## src/hw/fdma_cfg.svh

```systemverilog
// Overview of operation
// main system role: only FIFO input 0 is enabled, fed by chain manager samples
// node role: only FIFO input 1 is enabled, fed by the motor data collector
// processor controls the engine through the AXI4 subordinate port
// engine writes memory itself as an AXI4 manager
// control bit 0 runs the transfer; control bits 2 to 7 are reserved
// writing control bit 1 while the engine is idle reloads the current pointer with destination start
// destination start at 0x04, 32-bit read/write, resets to zero
// destination limit at 0x08, 32-bit read/write, resets to zero
// write status in bits 2:0 at 0x0C, read only, upper bits zero
// read status in bits 2:0 at 0x10, also answered at 0x1C
// words go to incrementing addresses from start, never past the limit
`ifndef FDMA_CFG_SVH
`define FDMA_CFG_SVH
`define FDMA_OFS_CONTROL 8'h00
`define FDMA_OFS_DST_START 8'h04
`define FDMA_OFS_DST_LIMIT 8'h08
`define FDMA_OFS_WR_STATUS 8'h0C
`define FDMA_OFS_RD_STATUS 8'h10
`define FDMA_OFS_RD_STATUS_ALT 8'h1C
`define FDMA_BIT_RUN 0
`define FDMA_BIT_RELOAD 1
`define FDMA_RST_ADDR 32'h0000_0000
`define FDMA_RST_CONTROL 2'h0
`define FDMA_ADDR_STEP 32'h0000_0004
`define FDMA_RESP_OKAY 2'h0
`define FDMA_RESP_SLVERR 2'h2
`endif

```

## src/hw/fdma_pkg.sv

```systemverilog
`default_nettype none
package fdma_pkg;
   typedef enum logic [3:0] {
      FDMA_IDLE = 4'h1,
      FDMA_ADDR = 4'h2,
      FDMA_DATA = 4'h4,
      FDMA_RESP = 4'h8
   } fdma_state_t;
   typedef struct packed {
      logic [2:0] code;
   } fdma_status_t;
   typedef struct packed {
      logic [31:0] addr;
      logic [31:0] data;
   } fdma_beat_t;
endpackage
`default_nettype wire

```

## src/hw/fdma_top.sv

```systemverilog
`include "fdma_cfg.svh"
`default_nettype none
module fdma_top import fdma_pkg::*; #(
   parameter bit NODE_ROLE = 1'b0
) (
   input wire logic core_clk,
   input wire logic resetn,
   input wire logic clk_en,
   // fifo inputs: 0 is chain manager, 1 is data collector
   input wire logic [31:0] fifo0_data,
   input wire logic fifo0_valid,
   output logic fifo0_ready,
   input wire logic [31:0] fifo1_data,
   input wire logic fifo1_valid,
   output logic fifo1_ready,
   // axi4 subordinate (control)
   input wire logic [7:0] s_awaddr,
   input wire logic s_awvalid,
   output logic s_awready,
   input wire logic [31:0] s_wdata,
   input wire logic [3:0] s_wstrb,
   input wire logic s_wvalid,
   output logic s_wready,
   output logic [1:0] s_bresp,
   output logic s_bvalid,
   input wire logic s_bready,
   input wire logic [7:0] s_araddr,
   input wire logic s_arvalid,
   output logic s_arready,
   output logic [31:0] s_rdata,
   output logic [1:0] s_rresp,
   output logic s_rvalid,
   input wire logic s_rready,
   // axi4 manager (memory writes, single beats)
   output logic [31:0] m_awaddr,
   output logic [7:0] m_awlen,
   output logic [2:0] m_awsize,
   output logic [1:0] m_awburst,
   output logic m_awvalid,
   input wire logic m_awready,
   output logic [31:0] m_wdata,
   output logic [3:0] m_wstrb,
   output logic m_wlast,
   output logic m_wvalid,
   input wire logic m_wready,
   input wire logic [1:0] m_bresp,
   input wire logic m_bvalid,
   output logic m_bready
);
   // ---------------------------------------------
   // register slave
   // ---------------------------------------------
   logic [1:0] ctrl_q, ctrl_d;
   logic [31:0] start_q, start_d, limit_q, limit_d;
   logic s_awready_q, s_awready_d, s_wready_q, s_wready_d, s_bvalid_q, s_bvalid_d;
   logic [1:0] s_bresp_q, s_bresp_d, s_rresp_q, s_rresp_d;
   logic s_arready_q, s_arready_d, s_rvalid_q, s_rvalid_d;
   logic [31:0] s_rdata_q, s_rdata_d;
   logic reload_q, reload_d;
   fdma_status_t wr_stat_q, wr_stat_d, rd_stat_q, rd_stat_d;

   function automatic logic fdma_known(input logic [7:0] a, input logic rd);
      fdma_known = (a == `FDMA_OFS_CONTROL) || (a == `FDMA_OFS_DST_START) ||
                   (a == `FDMA_OFS_DST_LIMIT) ||
                   (rd && ((a == `FDMA_OFS_WR_STATUS) || (a == `FDMA_OFS_RD_STATUS) ||
                           (a == `FDMA_OFS_RD_STATUS_ALT)));
   endfunction

   function automatic logic [31:0] fdma_merge(input logic [31:0] old, input logic [31:0] nw,
                                              input logic [3:0] st);
      fdma_merge = old;
      for (int i = 0; i < 4; i++) begin
         if (st[i]) begin
            fdma_merge[i*8 +: 8] = nw[i*8 +: 8];
         end
      end
   endfunction

   logic wr_go;
   logic [31:0] ctrl_m;
   assign wr_go = s_awvalid && s_wvalid && !s_bvalid_q && !s_awready_q;
   assign ctrl_m = fdma_merge({30'h0, ctrl_q}, s_wdata, s_wstrb);

   always_comb begin
      ctrl_d = ctrl_q;
      start_d = start_q;
      limit_d = limit_q;
      s_awready_d = 1'b0;
      s_wready_d = 1'b0;
      s_bvalid_d = s_bvalid_q && !s_bready;
      s_bresp_d = s_bresp_q;
      reload_d = 1'b0;
      s_arready_d = 1'b0;
      s_rvalid_d = s_rvalid_q && !s_rready;
      s_rdata_d = s_rvalid_d ? s_rdata_q : 32'h0000_0000;
      s_rresp_d = s_rresp_q;
      if (wr_go) begin
         s_awready_d = 1'b1;
         s_wready_d = 1'b1;
         s_bvalid_d = 1'b1;
         s_bresp_d = fdma_known(s_awaddr, 1'b0) ? `FDMA_RESP_OKAY : `FDMA_RESP_SLVERR;
         case (s_awaddr)
            `FDMA_OFS_CONTROL: begin
               // reserved bits 2..7 are dropped; bit 1 is a strobe that reads back zero
               ctrl_d = {1'b0, ctrl_m[`FDMA_BIT_RUN]};
               reload_d = ctrl_m[`FDMA_BIT_RELOAD] && s_wstrb[0];
            end
            `FDMA_OFS_DST_START: start_d = fdma_merge(start_q, s_wdata, s_wstrb);
            `FDMA_OFS_DST_LIMIT: limit_d = fdma_merge(limit_q, s_wdata, s_wstrb);
            default: ;
         endcase
      end
      if (s_arvalid && !s_rvalid_q && !s_arready_q) begin
         s_arready_d = 1'b1;
         s_rvalid_d = 1'b1;
         s_rresp_d = fdma_known(s_araddr, 1'b1) ? `FDMA_RESP_OKAY : `FDMA_RESP_SLVERR;
         case (s_araddr)
            `FDMA_OFS_CONTROL: s_rdata_d = {30'h0, ctrl_q};
            `FDMA_OFS_DST_START: s_rdata_d = start_q;
            `FDMA_OFS_DST_LIMIT: s_rdata_d = limit_q;
            `FDMA_OFS_WR_STATUS: s_rdata_d = {29'h0, wr_stat_q.code};
            `FDMA_OFS_RD_STATUS, `FDMA_OFS_RD_STATUS_ALT: s_rdata_d = {29'h0, rd_stat_q.code};
            default: s_rdata_d = 32'h0000_0000;
         endcase
      end
   end

   always_ff @(posedge core_clk or negedge resetn) begin
      if (!resetn) begin
         ctrl_q <= `FDMA_RST_CONTROL;
         start_q <= `FDMA_RST_ADDR;
         limit_q <= `FDMA_RST_ADDR;
         s_awready_q <= 1'b0;
         s_wready_q <= 1'b0;
         s_bvalid_q <= 1'b0;
         s_bresp_q <= `FDMA_RESP_OKAY;
         reload_q <= 1'b0;
         s_arready_q <= 1'b0;
         s_rvalid_q <= 1'b0;
         s_rdata_q <= 32'h0000_0000;
         s_rresp_q <= `FDMA_RESP_OKAY;
      end else if (clk_en) begin
         ctrl_q <= ctrl_d;
         start_q <= start_d;
         limit_q <= limit_d;
         s_awready_q <= s_awready_d;
         s_wready_q <= s_wready_d;
         s_bvalid_q <= s_bvalid_d;
         s_bresp_q <= s_bresp_d;
         reload_q <= reload_d;
         s_arready_q <= s_arready_d;
         s_rvalid_q <= s_rvalid_d;
         s_rdata_q <= s_rdata_d;
         s_rresp_q <= s_rresp_d;
      end
   end

   // ---------------------------------------------
   // transfer engine
   // ---------------------------------------------
   fdma_state_t st_q, st_d;
   fdma_beat_t beat_q, beat_d;
   logic [31:0] ptr_q, ptr_d;
   logic aw_q, aw_d, w_q, w_d, f0r_q, f0r_d, f1r_q, f1r_d;
   logic bready_q, bready_d;
   logic [31:0] src_data;
   logic src_valid, in_range;

   // the role selects one input; the other is held off permanently
   assign src_data = NODE_ROLE ? fifo1_data : fifo0_data;
   assign src_valid = NODE_ROLE ? fifo1_valid : fifo0_valid;
   assign in_range = (ptr_q <= limit_q);

   always_comb begin
      st_d = st_q;
      beat_d = beat_q;
      ptr_d = ptr_q;
      aw_d = aw_q;
      w_d = w_q;
      f0r_d = 1'b0;
      f1r_d = 1'b0;
      wr_stat_d = wr_stat_q;
      rd_stat_d = rd_stat_q;
      case (st_q)
         FDMA_IDLE: begin
            if (reload_q) begin
               ptr_d = start_q;
               wr_stat_d.code = 3'h0;
               rd_stat_d.code = 3'h0;
            end else if (ctrl_q[`FDMA_BIT_RUN] && src_valid && !f0r_q && !f1r_q) begin
               if (in_range) begin
                  f0r_d = !NODE_ROLE;
                  f1r_d = NODE_ROLE;
                  beat_d.addr = ptr_q;
                  beat_d.data = src_data;
                  rd_stat_d.code = 3'h1;
                  st_d = FDMA_ADDR;
               end else begin
                  // region full: stop taking words rather than wrap
                  rd_stat_d.code = 3'h2;
                  wr_stat_d.code = 3'h2;
               end
            end
         end
         FDMA_ADDR: begin
            aw_d = 1'b1;
            w_d = 1'b1;
            wr_stat_d.code = 3'h1;
            st_d = FDMA_DATA;
         end
         FDMA_DATA: begin
            if (m_awready) aw_d = 1'b0;
            if (m_wready) w_d = 1'b0;
            if ((!aw_q || m_awready) && (!w_q || m_wready)) st_d = FDMA_RESP;
         end
         FDMA_RESP: begin
            if (m_bvalid) begin
               ptr_d = ptr_q + `FDMA_ADDR_STEP;
               wr_stat_d.code = (m_bresp == `FDMA_RESP_OKAY) ? 3'h4 : 3'h3;
               rd_stat_d.code = 3'h4;
               st_d = FDMA_IDLE;
            end
         end
         default: st_d = FDMA_IDLE;
      endcase
      // registered so that the response ready leaves a flip-flop, high exactly while waiting
      bready_d = (st_d == FDMA_RESP);
   end

   always_ff @(posedge core_clk or negedge resetn) begin
      if (!resetn) begin
         st_q <= FDMA_IDLE;
         beat_q <= '0;
         ptr_q <= `FDMA_RST_ADDR;
         aw_q <= 1'b0;
         w_q <= 1'b0;
         f0r_q <= 1'b0;
         f1r_q <= 1'b0;
         bready_q <= 1'b0;
         wr_stat_q <= '0;
         rd_stat_q <= '0;
      end else if (clk_en) begin
         st_q <= st_d;
         beat_q <= beat_d;
         ptr_q <= ptr_d;
         aw_q <= aw_d;
         w_q <= w_d;
         f0r_q <= f0r_d;
         f1r_q <= f1r_d;
         bready_q <= bready_d;
         wr_stat_q <= wr_stat_d;
         rd_stat_q <= rd_stat_d;
      end
   end

   assign fifo0_ready = f0r_q;
   assign fifo1_ready = f1r_q;
   assign s_awready = s_awready_q;
   assign s_wready = s_wready_q;
   assign s_bvalid = s_bvalid_q;
   assign s_bresp = s_bresp_q;
   assign s_arready = s_arready_q;
   assign s_rvalid = s_rvalid_q;
   assign s_rdata = s_rdata_q;
   assign s_rresp = s_rresp_q;
   assign m_awaddr = beat_q.addr;
   assign m_awlen = 8'h00;
   assign m_awsize = 3'h2;
   assign m_awburst = 2'h1;
   assign m_awvalid = aw_q;
   assign m_wdata = beat_q.data;
   assign m_wstrb = 4'hF;
   assign m_wlast = w_q;
   assign m_wvalid = w_q;
   assign m_bready = bready_q;
endmodule
`default_nettype wire

```

## config.mk

```make
export PLATFORM = sky130hd
export DESIGN_NAME = fdma_top
export DESIGN_NICKNAME = d
export VERILOG_FILES = /design/src/hw/fdma_pkg.sv /design/src/hw/fdma_top.sv
export VERILOG_INCLUDE_DIRS = /design/src /design/src/hw
export SDC_FILE = /design/constraint.sdc
export NUM_CORES = 1
export LEC_CHECK = 0
export ABC_AREA = 1
export ABC_CLOCK_PERIOD_IN_PS = 2800
export BUFFER_PORTS_ARGS = -buffer_cell sky130_fd_sc_hd__buf_2
export CORE_UTILIZATION = 40
export DETAILED_ROUTE_END_ITERATION = 7
export PLACE_DENSITY = 0.61
export SLEW_MARGIN = 20
export SYNTH_ARGS = -nofsm -noshare
export SYNTH_HDL_FRONTEND = slang
export SYNTH_SLANG_ARGS = --single-unit
```

## constraint.sdc

```tcl
create_clock -name core_clk -period 2.8 [get_ports core_clk]
set_clock_uncertainty 0.1 [all_clocks]
set_input_delay 0.14 -clock core_clk [delete_from_list [all_inputs] [get_ports core_clk]]
set_output_delay 0.14 -clock core_clk [all_outputs]
set_load 0.02 [all_outputs]
```

# Word level (Yosys, flattened, before mapping)
# Cells that the tools add are included.
# W data, S select, Z words.
dict set report word_totals {
  ff_bits 216
  input_bits 131
  output_inout_bits 128
}
dict set report classes {
  add_sub_neg 1
  magnitude_cmp 1
  n_eq_ne 19
  muxes 40
  bitwise 1
  n_reduce_logical 54
}
# op n
set ops {}
lappend ops {{$pmux W32 S5} 1}
lappend ops {{$mux W32} 4}
lappend ops {{$pmux W32 S2} 1}
lappend ops {{$reduce_and A4 Y1} 11}
lappend ops {{$add A32 B3 Y32 const B} 1}
lappend ops {{$le A32 B32 Y1} 1}
lappend ops {{$eq A8 B4 Y1 const B} 3}
lappend ops {{$mux W3} 8}
lappend ops {{$mux W4} 5}
lappend ops {{$eq A8 B3 Y1 const B} 2}
lappend ops {{$eq A8 B5 Y1 const B} 2}
lappend ops {{$logic_not A8 Y1} 2}
lappend ops {{$pmux W4 S4} 1}
lappend ops {{$mux W1} 12}
lappend ops {{$logic_and A1 B1 Y1} 11}
lappend ops {{$reduce_and A5 Y1} 2}
lappend ops {{$logic_not A1 Y1} 9}
lappend ops {{$logic_or A1 B1 Y1} 9}
lappend ops {{$pmux W3 S3} 1}
lappend ops {{$eq A4 B4 Y1 const B} 2}
lappend ops {{$mux W2} 4}
lappend ops {{$ne A2 B2 Y1 const B} 4}
lappend ops {{$ne A3 B3 Y1 const B} 2}
lappend ops {{$pmux W3 S2} 1}
lappend ops {{other kinds (12)} 17}

# Depth between registers and ports, before layout
# Gate-level depths: netlist of run 1.
dict set report logic_depth {
  word_depth 6
  depth_mapped 19
  depth_no_buf 18
}

# Least setup slack after synthesis of run 1
# OpenSTA, ideal clock, no wires.
dict set report synth_timing {
  path_kind {register to register}
  start {register ptr_q[29]}
  end {register beat_q (netlist bit m_awaddr[10])}
  setup_time_ps 130
  arrival_ps 1893
  setup_slack_ps 677
  path_stages_with_launch 13
  path_buffers 2
  path_cell_list {dfrtp_1 > ha_1 > nand2_1 > nor2_1 > nand2_1 > nor4_2 > nand2_1 > nand2_1 > nand2_1 > nand3_1 > buf_2 > clkbuf_1 > o21ai_0}
}
dict set report synth_between {
  elab_chain_len 2
}
# item line
set synth_lines {}
lappend synth_lines {{start, declared} fdma_top.sv:163} ;# logic [31:0] ptr_q, ptr_d;
lappend synth_lines {{start signal, assigned} fdma_top.sv:234} ;# ptr_q <= `FDMA_RST_ADDR;
lappend synth_lines {{start signal, assigned} fdma_top.sv:245} ;# ptr_q <= ptr_d;
lappend synth_lines {{$le A32 B32 Y1} fdma_top.sv:172} ;# assign in_range = (ptr_q <= limit_q);
lappend synth_lines {{$reduce_and A5 Y1 (no source line)} n/a}
lappend synth_lines {{end signal, assigned} fdma_top.sv:244} ;# beat_q <= beat_d;
lappend synth_lines {{end, declared} fdma_top.sv:162} ;# fdma_beat_t beat_q, beat_d;
# No other way between the ends.
# A chain may end at the register's enable or synchronous reset.

# Worst setup path in the final report of run 1
dict set report layout_timing {
  start {register ptr_q[29]}
  end {register beat_q (netlist bit m_awaddr[24])}
}
# The elaborated chain is that of the path after synthesis.

==> results of run 1 <==
critical path: stages, from the launching register on:
cell and delay (ns):
dfrtp_1 0.43, ha_1 0.32, nand2_1 0.05, nor2_1 0.12, nand2_1 0.11, nor4_2 0.39, nand2_1 0.09, nand2_1 0.19
nand3_4 0.20, buf_12 0.23, o21ai_0 0.22
worst min path at each step:
stage,startpoint,end,cells past startpoint
after global placement,resetn,s_rdata[12],1
after floorplan,resetn,ctrl_q[0],0
after CTS,s_awaddr[0],s_bresp[1],5
final,s_awaddr[0],s_bresp[1],5
after detailed placement,resetn,s_rdata[13],1
after global routing,s_awaddr[0],s_bresp[1],5
sequential cells by signal, summed over array words and instances, names as in the netlist, 3 cells and up:
signal and flops:
wr_stat_q 3, start_q 32, m_awaddr 32, st_q 4, rd_stat_q 3, s_rdata 32, m_wdata 32, ptr_q 32
limit_q 32
timing repair:
| item | in CTS | in global routing |
|---|---|---|
| setup buffers | 0 | 0 |
| resized for setup | 0 | 1 |
| endpoints found under the setup margin | 0 | 1 |
| hold endpoints to repair | 182 | 0 |
| hold buffers | 87 | 0 |
final cells by class:
| cell class | count | share of cell area (%) |
|---|---|---|
| clock buffers | 34 | 5.08 |
| flip-flops and latches | 214 | 39.5 |
| repair buffers | 319 | 15.9 |
| inverters | 187 | 5.17 |
| well taps | 330 | 3.04 |
| clock inverters | 8 | 0.664 |
| multi-input cells | 807 | 30.7 |
| diodes | 1 | 0.0184 |
per-layer routing:
| layer | share of wire, % | track usage [%] |
|---|---|---|
| met5 | 0 | 0 |
| met4 | 1.7 | 5.68 |
| met3 | 5.1 | 2.45 |
| met2 | 48 | 37.4 |
| met1 | 45 | 30.9 |
cell usage after synthesis (14+ instances only):
master	instances	area share, %
nand2_1	290	10
inv_1	181	6.5
buf_2	14	0.67
a22o_1	29	2.4
nor3_1	14	0.67
dfrtp_1	213	51
a21oi_1	43	2.0
nand3_1	44	2.1
ha_1	33	3.9
clkbuf_1	31	1.1
o21ai_0	184	8.8
buf_4	22	1.6
o22ai_1	38	2.3
nor2_1	49	1.8
per-stage QoR:
stage | setup WS, ns | power (mW) | area (um^2) | hold WS (ns) | util [%]
finish | 0.211 | 8.61 | 13600 | 0.0341 | 53.3
global route | 0.0153 | 9.08 | 13600 | 0.0895 | 53.3
CTS | 0.239 | 8.67 | 13600 | 0.0133 | 53.3
detailed placement | 0.283 | 5.41 | 11900 | 0.0774 | 46.8
global placement | 0.301 | 5.36 | 11900 | 0.0724 | 46.8
floorplan | 0.677 | 4.78 | 10600 | -0.256 | -
cells by family after synthesis:
family | count (synthesis) | synth area share, %
xor gates and xnor gates | 10 | 0.834
and+or+nand+nor | 423 | 16.7
other | 2 | 0.0715
adders and majority gates | 33 | 3.93
AOI/OAI and AO/OA | 321 | 17.2
DFF | 214 | 51.0
buffers and inverters | 256 | 10.2
where the power goes:
group	internal, mW	total, mW	switching (mW)	leakage, nW
registers	3.38	3.71	0.322	2.63
logic	0.636	1.76	1.13	4.08
clock network	1.89	3.14	1.25	0.388
total	5.91	8.61	2.70	7.11
==> metrics, run 1 <==
vias post-DR around 9,500; Max VDD drop ~0.00042 V; vias in the first global route a little over 9,000; GRT Overall Usage 22.4%; RSZ-0062 raised after global routing false; total global routing overflow 0; HPWL Detailed 21,100 um; status finished clean; most common cell after layout, fill and taps aside nand2_1; CP endpoint m_awaddr[24]; first-pass GRT wire length 47,500 um; Worst setup SP type flip-flop; placed insts 1,770; # fillers ~2,400; most frequent cells in the layout 290 x nand2_1, 213 x dfrtp_1, 204 x buf_2; fraction of registers with async set/reset 100%; Tmin final 2.59 ns; fin nets 1,717; die width 164 um; Leak approximately 7 nW; Seq. cell area 5360 um^2; normalized max-slew margin 53.6%; routability cong. roughly 0.86; Max Freq 386 MHz; Setup CP Type reg2reg; largest net degree at the start of global routing approximately 70; max_cap viols 0; top-level port count 259; share of layout cells above drive strength 1 18.2%; mapped cell area 10,500 um^2; hold crit path type in2reg; CTS H-tree depth 1; core area 25,500 um^2; WP data arrival 2.90 ns; violation count after the first detailed-route iteration between 500 and 600; Critical Path Source ptr_q[29]; number of buffer cells added on primary ports 205; R2R Setup Slk approximately 0.21 ns; ys flop type dfrtp_1; Initial Util 41.2%; clk sinks 214; crit path max fanout between 50 and 60; Clock transition at path regs 0.06 ns; clk buf depth 3; Post-synth EDFFs 0; Ys Warns 0; Post-Route WL between 20,000 and 30,000 um; flops & latches, synth 214; initial antenna violation count 1; Critical Path RT 3.11 ns; vias per std cell ~5; final hold vios 0; Num CTS Buffers 24; post-synthesis sequential area ratio between 50% and 60%; setup TNS 0 ns; Setup Viol. Count Final 0; Final Cycle Share between 90% and 100%; total die area 26,900 um^2; Mapped Cells roughly 1,300; Worst-Skew Late Latency 0.51 ns; worst reg2reg endpoint m_awaddr[24]; Yosys cell types 37; Layout Cells excl Fill 1,900; PwrDens 634 nW/um^2; RR Startpoint ptr_q[29]; CTS root buf clkbuf_16; wire per inst around 16 um; syn_area_per_cell ~8.3 um^2; Syn-to-layout area delta 29.3%; TritonCTS clock tree done; Routed Antenna Nets 0; DRC 0; area of the multi-input gates 4170 um^2; Tightest Pin Transition roughly 0.69 ns; reg2reg path depth 10; Die Height between 150 and 200 um; TritonRoute pass-1 iters 5; critical path endpoint category flip-flop; cell row count 58; Final Max Slew Viols 0
Power figures use the tool's default switching activity.
==> run 2, diff against run 1 <==
==> constraint.sdc (replaced) <==
create_clock -name core_clk -period 2.8 [get_ports core_clk]
set_clock_uncertainty 0.1 [all_clocks]
set_input_delay 0.28 -clock core_clk [delete_from_list [all_inputs] [get_ports core_clk]]
set_output_delay 0.28 -clock core_clk [all_outputs]
set_load 0.02 [all_outputs]
==> run 2 against run 1 <==
Critical path depth grew 1. Power decreased by 0.49%. Hold slack better by 0.011 ns. Clock-buffer cell count down 4. Critical endpoint is now m_wdata[9]. Cell count decreased by 0.63%. Sequential share of layout area rose by 0.32 points. Combinational power increased by 2%. Setup slack gained 0.059 ns. Global-route usage shrank 0.12 points.
==> metrics, run 2 (synthesis gave the netlist of run 1 again) <==
status finished clean; Finished Core Util 52.9% (-0.43 points); Syn-to-layout area delta 28.3%; normalized max-slew margin 41.4% (-12 points); Critical Path RT 3.08 ns (-0.03 ns); crit path max fanout 38 (-36%); die width 164 um (unchanged); Worst setup SP type flip-flop; Final Cycle Share 90.3% (-2.1 points); fin nets 1,705 (-0.70%); share of layout cells above drive strength 1 18.8% (+0.59 points); Die Height 164 um (unchanged); Clock Power Share 36.0% (-0.5 points); core area 25,500 um^2 (unchanged); Num CTS Buffers 23 (-4.2%); RSZ-0062 raised after global routing false; largest net degree at the start of global routing 74 (+8.8%); sequential share of power 43.0% (about the same); CTS H-tree depth 1 (unchanged); DRC 0 (unchanged); Clock transition at path regs 0.06 ns (about the same); setup TNS 0 ns (unchanged); TritonCTS clock tree done; Routed Antenna Nets 0 (unchanged); most common cell after layout, fill and taps aside nand2_1; vias post-DR 9,397 (-0.78%); initial antenna violation count 0 (-1); most frequent cells in the layout 290 x nand2_1, 213 x dfrtp_1, 204 x buf_2; TritonRoute pass-1 iters 5 (unchanged); Tightest Pin Transition 0.878 ns (+0.189 ns); number of buffer cells added on primary ports 205 (unchanged); pre-CTS WS 0.182 ns (-0.101 ns); Setup Viol. Count Final 0 (unchanged); reg2reg path depth 11 (+1); internal power 5.83 mW (-1.3%); Sw Share 31.9% (+0.60 points); Initial Util 41.2% (unchanged); slowest stage delay, CP 0.41 ns (-0.02 ns); Max Freq 395 MHz (+2.3%); total global routing overflow 0 (unchanged); clk buf depth 3 (unchanged); vias in the first global route 8,946 (-3.0%); Final Max Slew Viols 0 (unchanged); first-pass GRT wire length 46,800 um (-1.5%); Tmin final 2.53 ns (-0.0594 ns); Hold Path Stages 4 (-1); top-level port count 259 (unchanged); Total Power 8.57 mW (-0.49%); Leak 7.05 nW (-0.78%); cell row count 58 (unchanged); violation count after the first detailed-route iteration 601 (+2.7%); HPWL Detailed 21,300 um (+0.97%); vias per std cell 4.98 (-0.15%); Comb pwr share 21.0% (+0.5 points); Critical-path top delay cell dfrtp_1; final hold vios 0 (unchanged); total die area 26,900 um^2 (unchanged); switching pwr 2.74 mW (+1.4%); Setup CP Type reg2reg; hold crit path type in2reg; critical path endpoint category flip-flop; # fillers 2,419 (+0.21%); PwrDens 636 nW/um^2 (+0.33%); Max VDD drop 0.000378 V (-11%); CTS root buf clkbuf_16; WP data arrival 2.81 ns (-0.09 ns); wire per inst 15.7 um (+0.18%); worst path cell trace ha_1 > nand2_1 > nor2_1 > nand2_1 > nor4_4 > nand2_1 > nand2_1 > nand3_4 > buf_12 > nand2_1 > o21ai_0; Worst-Skew Late Latency 0.52 ns (about the same); Post-Route WL 29,700 um (-0.45%); GRT Overall Usage 22.3% (-0.12 points); routability cong. 0.849 (-0.88%); max_cap viols 0 (unchanged); crit-path most repeated cell nand2_1; clk sinks 214 (unchanged); worst setup margin 0.271 ns (+0.0594 ns)
==> run 2: path summary, 6_finish.rpt <==
check | start | slack (ns) | endpoint
max | ptr_q[30] | 0.27 | m_wdata[9]
min | s_awaddr[3] | 0.05 | reload_q
max reg2reg | ptr_q[30] | 0.27 | m_wdata[9]
min reg2reg | m_awaddr[27] | 0.38 | m_awaddr[27]
max in group asynchronous | resetn | 1.47 | m_wdata[10]
min in group asynchronous | resetn | 0.23 | s_rdata[13]
==> run 2: power groups by stage <==
| stage | sequential [mW] | combinational (mW) | clock [mW] |
|---|---|---|---|
| final | 3.68 | 1.80 | 3.08 |
| after global routing | 3.72 | 2.05 | 3.29 |
| after CTS | 3.68 | 1.80 | 3.15 |
| after detailed placement | 3.73 | 1.71 | 0 |
| after global placement | 3.72 | 1.67 | 0 |
| after floorplan | 3.72 | 1.06 | 0 |
==> run 2: routing by layer <==
layer / up-vias / global-route usage [%] / part of all wire, %
li1: 4666 / - / -
met1: 4421 / 30.7 / 45
met2: 267 / 36.7 / 48
met3: 43 / 2.55 / 4.8
met4: 0 / 6.61 / 2.5
met5: - / 0 / 0
==> run 2: timing repair <==
item | 4_1_cts | 5_1_grt
endpoints found under the setup margin | 0 | 14
endpoints found under the hold margin | 171 | 0
buffers inserted | 0 | 2
resized for setup | 0 | 2
hold buffers | 71 | 0
==> run 2: layout make-up <==
type / count / area (um^2) / share of cell area, %
Clock inverter: 11 / 118 / 0.873
Clock buffer: 30 / 642 / 4.77
Sequential cell: 214 / 5360 / 39.8
Antenna cell: 1 / 2.50 / 0.0186
Inverter: 187 / 702 / 5.21
Tap cell: 330 / 413 / 3.07
Multi-Input combinational cell: 807 / 4170 / 31.0
Timing Repair Buffer: 308 / 2060 / 15.3
==> run 2: critical path: cells and delay by family, from the launching register on <==
kind,cells,cell delay (ns)
compound gates,1,0.10
fa+ha+maj,1,0.28
buf+inv,1,0.25
flops,1,0.41
simple gates,8,1.23
==> run 2: per-stage QoR <==
step | cells | hold slack, ns | cell area (um^2)
4_1_cts | 1885 | 0.0301 | 13400
5_1_grt | 1887 | 0.0709 | 13500
3_5_place_dp | 1773 | 0.247 | 12000
2_1_floorplan | 1277 | -0.116 | 10600
3_3_place_gp | 1773 | 0.238 | 12000
6_report | 1888 | 0.0451 | 13500
==> run 3, diff against run 2 <==
Settings changed: CORE_ASPECT_RATIO set to 0.7.
==> run 3 against run 2 <==
Largest power group unchanged. Power grew 2.0%. Cell area is essentially flat. Combinational power shrank 2%. Critical path type unchanged. Sequential power is essentially flat. Sequential cell count is the same. Die area is essentially flat. Global-route usage grew 0.44 points. Sequential share of layout area is essentially flat.
==> metrics, run 3 (synthesis gave the netlist of run 1 again) <==
status finished clean; CTS root buf clkbuf_16; Seq. cell area 5360 um^2 (unchanged); switching pwr 2.76 mW (+0.91%); CTS H-tree depth 1 (unchanged); routability cong. 0.869 (+2.3%); final hold vios 0 (unchanged); hold crit path type in2reg; most common cell after layout, fill and taps aside nand2_1; clk buf depth 3 (unchanged); met2 Use GR 33.8% (-2.9 points); sequential share of power 42.5% (-0.5 points); Tightest Pin Transition 0.612 ns (-0.267 ns); vias per std cell 4.97 (-0.23%); vias in the first global route 8,907 (-0.44%); Routed Antenna Nets 0 (unchanged); area of the multi-input gates 4170 um^2 (about the same); RR Startpoint ptr_q[30]; die width 196 um (+19%); Post-Route WL 29,900 um (+0.59%); RSZ-0062 raised after global routing false; Clock transition at path regs 0.06 ns (about the same); initial antenna violation count 1 (+1); crit path max fanout 63 (+66%); Initial Util 40.8% (-0.44 points); Tmin final 2.50 ns (-0.0276 ns); violation count after the first detailed-route iteration 625 (+4.0%); Hold Crit Start s_awaddr[3]; Leak 7.05 nW (about the same); reg2reg path depth 11 (unchanged); Num CTS Buffers 23 (unchanged); pre-CTS WS 0.162 ns (-0.0200 ns); post-CTS setup buffers 0 (unchanged); Comb pwr share 20.1% (-0.9 points); cell row count 49 (-16%); Final Cycle Share 89.3% (-0.98 points); Hold Path Stages 4 (unchanged); Max VDD drop 0.000447 V (+18%); first-pass GRT wire length 48,100 um (+2.8%); worst setup margin 0.298 ns (+0.0276 ns); TritonCTS clock tree done; grt met1 use 33.9% (+3.2 points); total global routing overflow 0 (unchanged); # fillers 2,474 (+2.3%); Sw Share 31.6% (-0.33 points); worst reg2reg endpoint m_awaddr[20]; Final Max Slew Viols 0 (unchanged); hold endpoint reload_q; core area 25,700 um^2 (+1.1%); WP data arrival 2.78 ns (-0.03 ns); critical path endpoint category flip-flop; DRC 0 (unchanged); normalized max-slew margin 59.2% (+18 points); Worst setup SP type flip-flop; fin nets 1,697 (-0.47%); Die Height 138 um (-16%); HPWL Detailed 21,300 um (+0.33%); internal power 5.97 mW (+2.4%); top-level port count 259 (unchanged); total die area 26,900 um^2 (about the same); setup TNS 0 ns (unchanged); vias post-DR 9,346 (-0.54%); Critical Path RT 3.08 ns (about the same); number of buffer cells added on primary ports 205 (unchanged); met3 Use GR 4.70% (+2.1 points); Syn-to-layout area delta 28.1% (about the same); most frequent cells in the layout 289 x nand2_1, 213 x dfrtp_1, 204 x buf_2; Max Freq 400 MHz (+1.1%); TritonRoute pass-1 iters 5 (unchanged); share of layout cells above drive strength 1 18.5% (-0.30 points); max_cap viols 0 (unchanged); global routing's busiest layer met1; GRT Overall Usage 22.7% (+0.44 points); Clock Power Share 37.4% (+1.4 points); largest net degree at the start of global routing 73 (-1.4%); Setup Viol. Count Final 0 (unchanged); Setup CP Type reg2reg; wire per inst 15.9 um (+0.91%); PwrDens 649 nW/um^2 (+2.0%); clk sinks 214 (unchanged); R2R Setup Slk 0.30 ns (+0.03 ns); Worst-Skew Late Latency 0.53 ns (about the same)
run 3: cell types whose count changed in the layout (fill, tap and decap cells not counted), sizes merged:
cell	before	now
buf	236	228
bufinv	2	3
clkinv	7	5
clkinvlp	2	1
dlygate4sd3	71	72
inv	187	189
run 3: power by group through the flow:
| stage | combinational (mW) | clock [mW] | sequential [mW] |
|---|---|---|---|
| 6_report | 1.76 | 3.27 | 3.71 |
| 3_5_place_dp | 1.66 | 0 | 3.75 |
| 2_1_floorplan | 1.06 | 0 | 3.72 |
| 3_3_place_gp | 1.63 | 0 | 3.75 |
| 5_1_grt | 2.01 | 3.44 | 3.75 |
| 4_1_cts | 1.75 | 3.34 | 3.70 |
run 3: what timing repair did:
| action | 4_1_cts | 5_1_grt |
|---|---|---|
| hold endpoints to repair | 172 | 0 |
| hold buffers | 72 | 0 |
| endpoints found under the setup margin | 0 | 63 |
| gates resized for setup | 0 | 2 |
run 3: layout make-up:
class / instances / share of cell area [%]
Sequential cell: 214 / 39.8
Clock buffer: 31 / 5.02
Tap cell: 331 / 3.08
Clock inverter: 11 / 1.04
Inverter: 187 / 5.22
Antenna cell: 1 / 0.0186
Multi-Input combinational cell: 807 / 31.0
Timing Repair Buffer: 300 / 14.8
run 3: metal layers:
layer  vias to the layer above  share of wire (%)
met3                        34                5.9
li1                       4653                  -
met5                         -                  0
met2                       262                 42
met4                         0                1.7
met1                      4397                 50
run 3: worst max-delay path, stage by stage, from the launching register on:
cell	delay (ns)
dfrtp_1	0.43
ha_1	0.29
nand2_1	0.07
nor2_1	0.14
nand2_1	0.18
nor4_4	0.28
nand2_1	0.11
nand2_2	0.16
nand3_4	0.16
buf_12	0.23
nand2_1	0.08
o21ai_0	0.09
run 3: through the flow:
stage               power [mW]  hold slack, ns  area [um^2]  util (%)  cells
floorplan                 4.78          -0.116        10600         -   1277
global placement          5.37           0.185        11900      46.2   1767
detailed placement        5.42           0.179        11900      46.2   1767
CTS                       8.78          0.0108        13400      52.2   1881
global route              9.19          0.0650        13500      52.2   1882
finish                    8.73          0.0264        13500      52.2   1882
run 3: how the worst max path moves through the flow:
| stage | from | end | slack (ns) |
|---|---|---|---|
| global route | ptr_q[29] | m_awaddr[20] | 0.09 |
| detailed placement | ptr_q[30] | m_awaddr[20] | 0.16 |
| floorplan | ptr_q[29] | m_awaddr[10] | 0.68 |
| finish | ptr_q[30] | m_awaddr[20] | 0.30 |
| global placement | ptr_q[30] | m_awaddr[9] | 0.26 |
| CTS | ptr_q[30] | m_awaddr[20] | 0.13 |
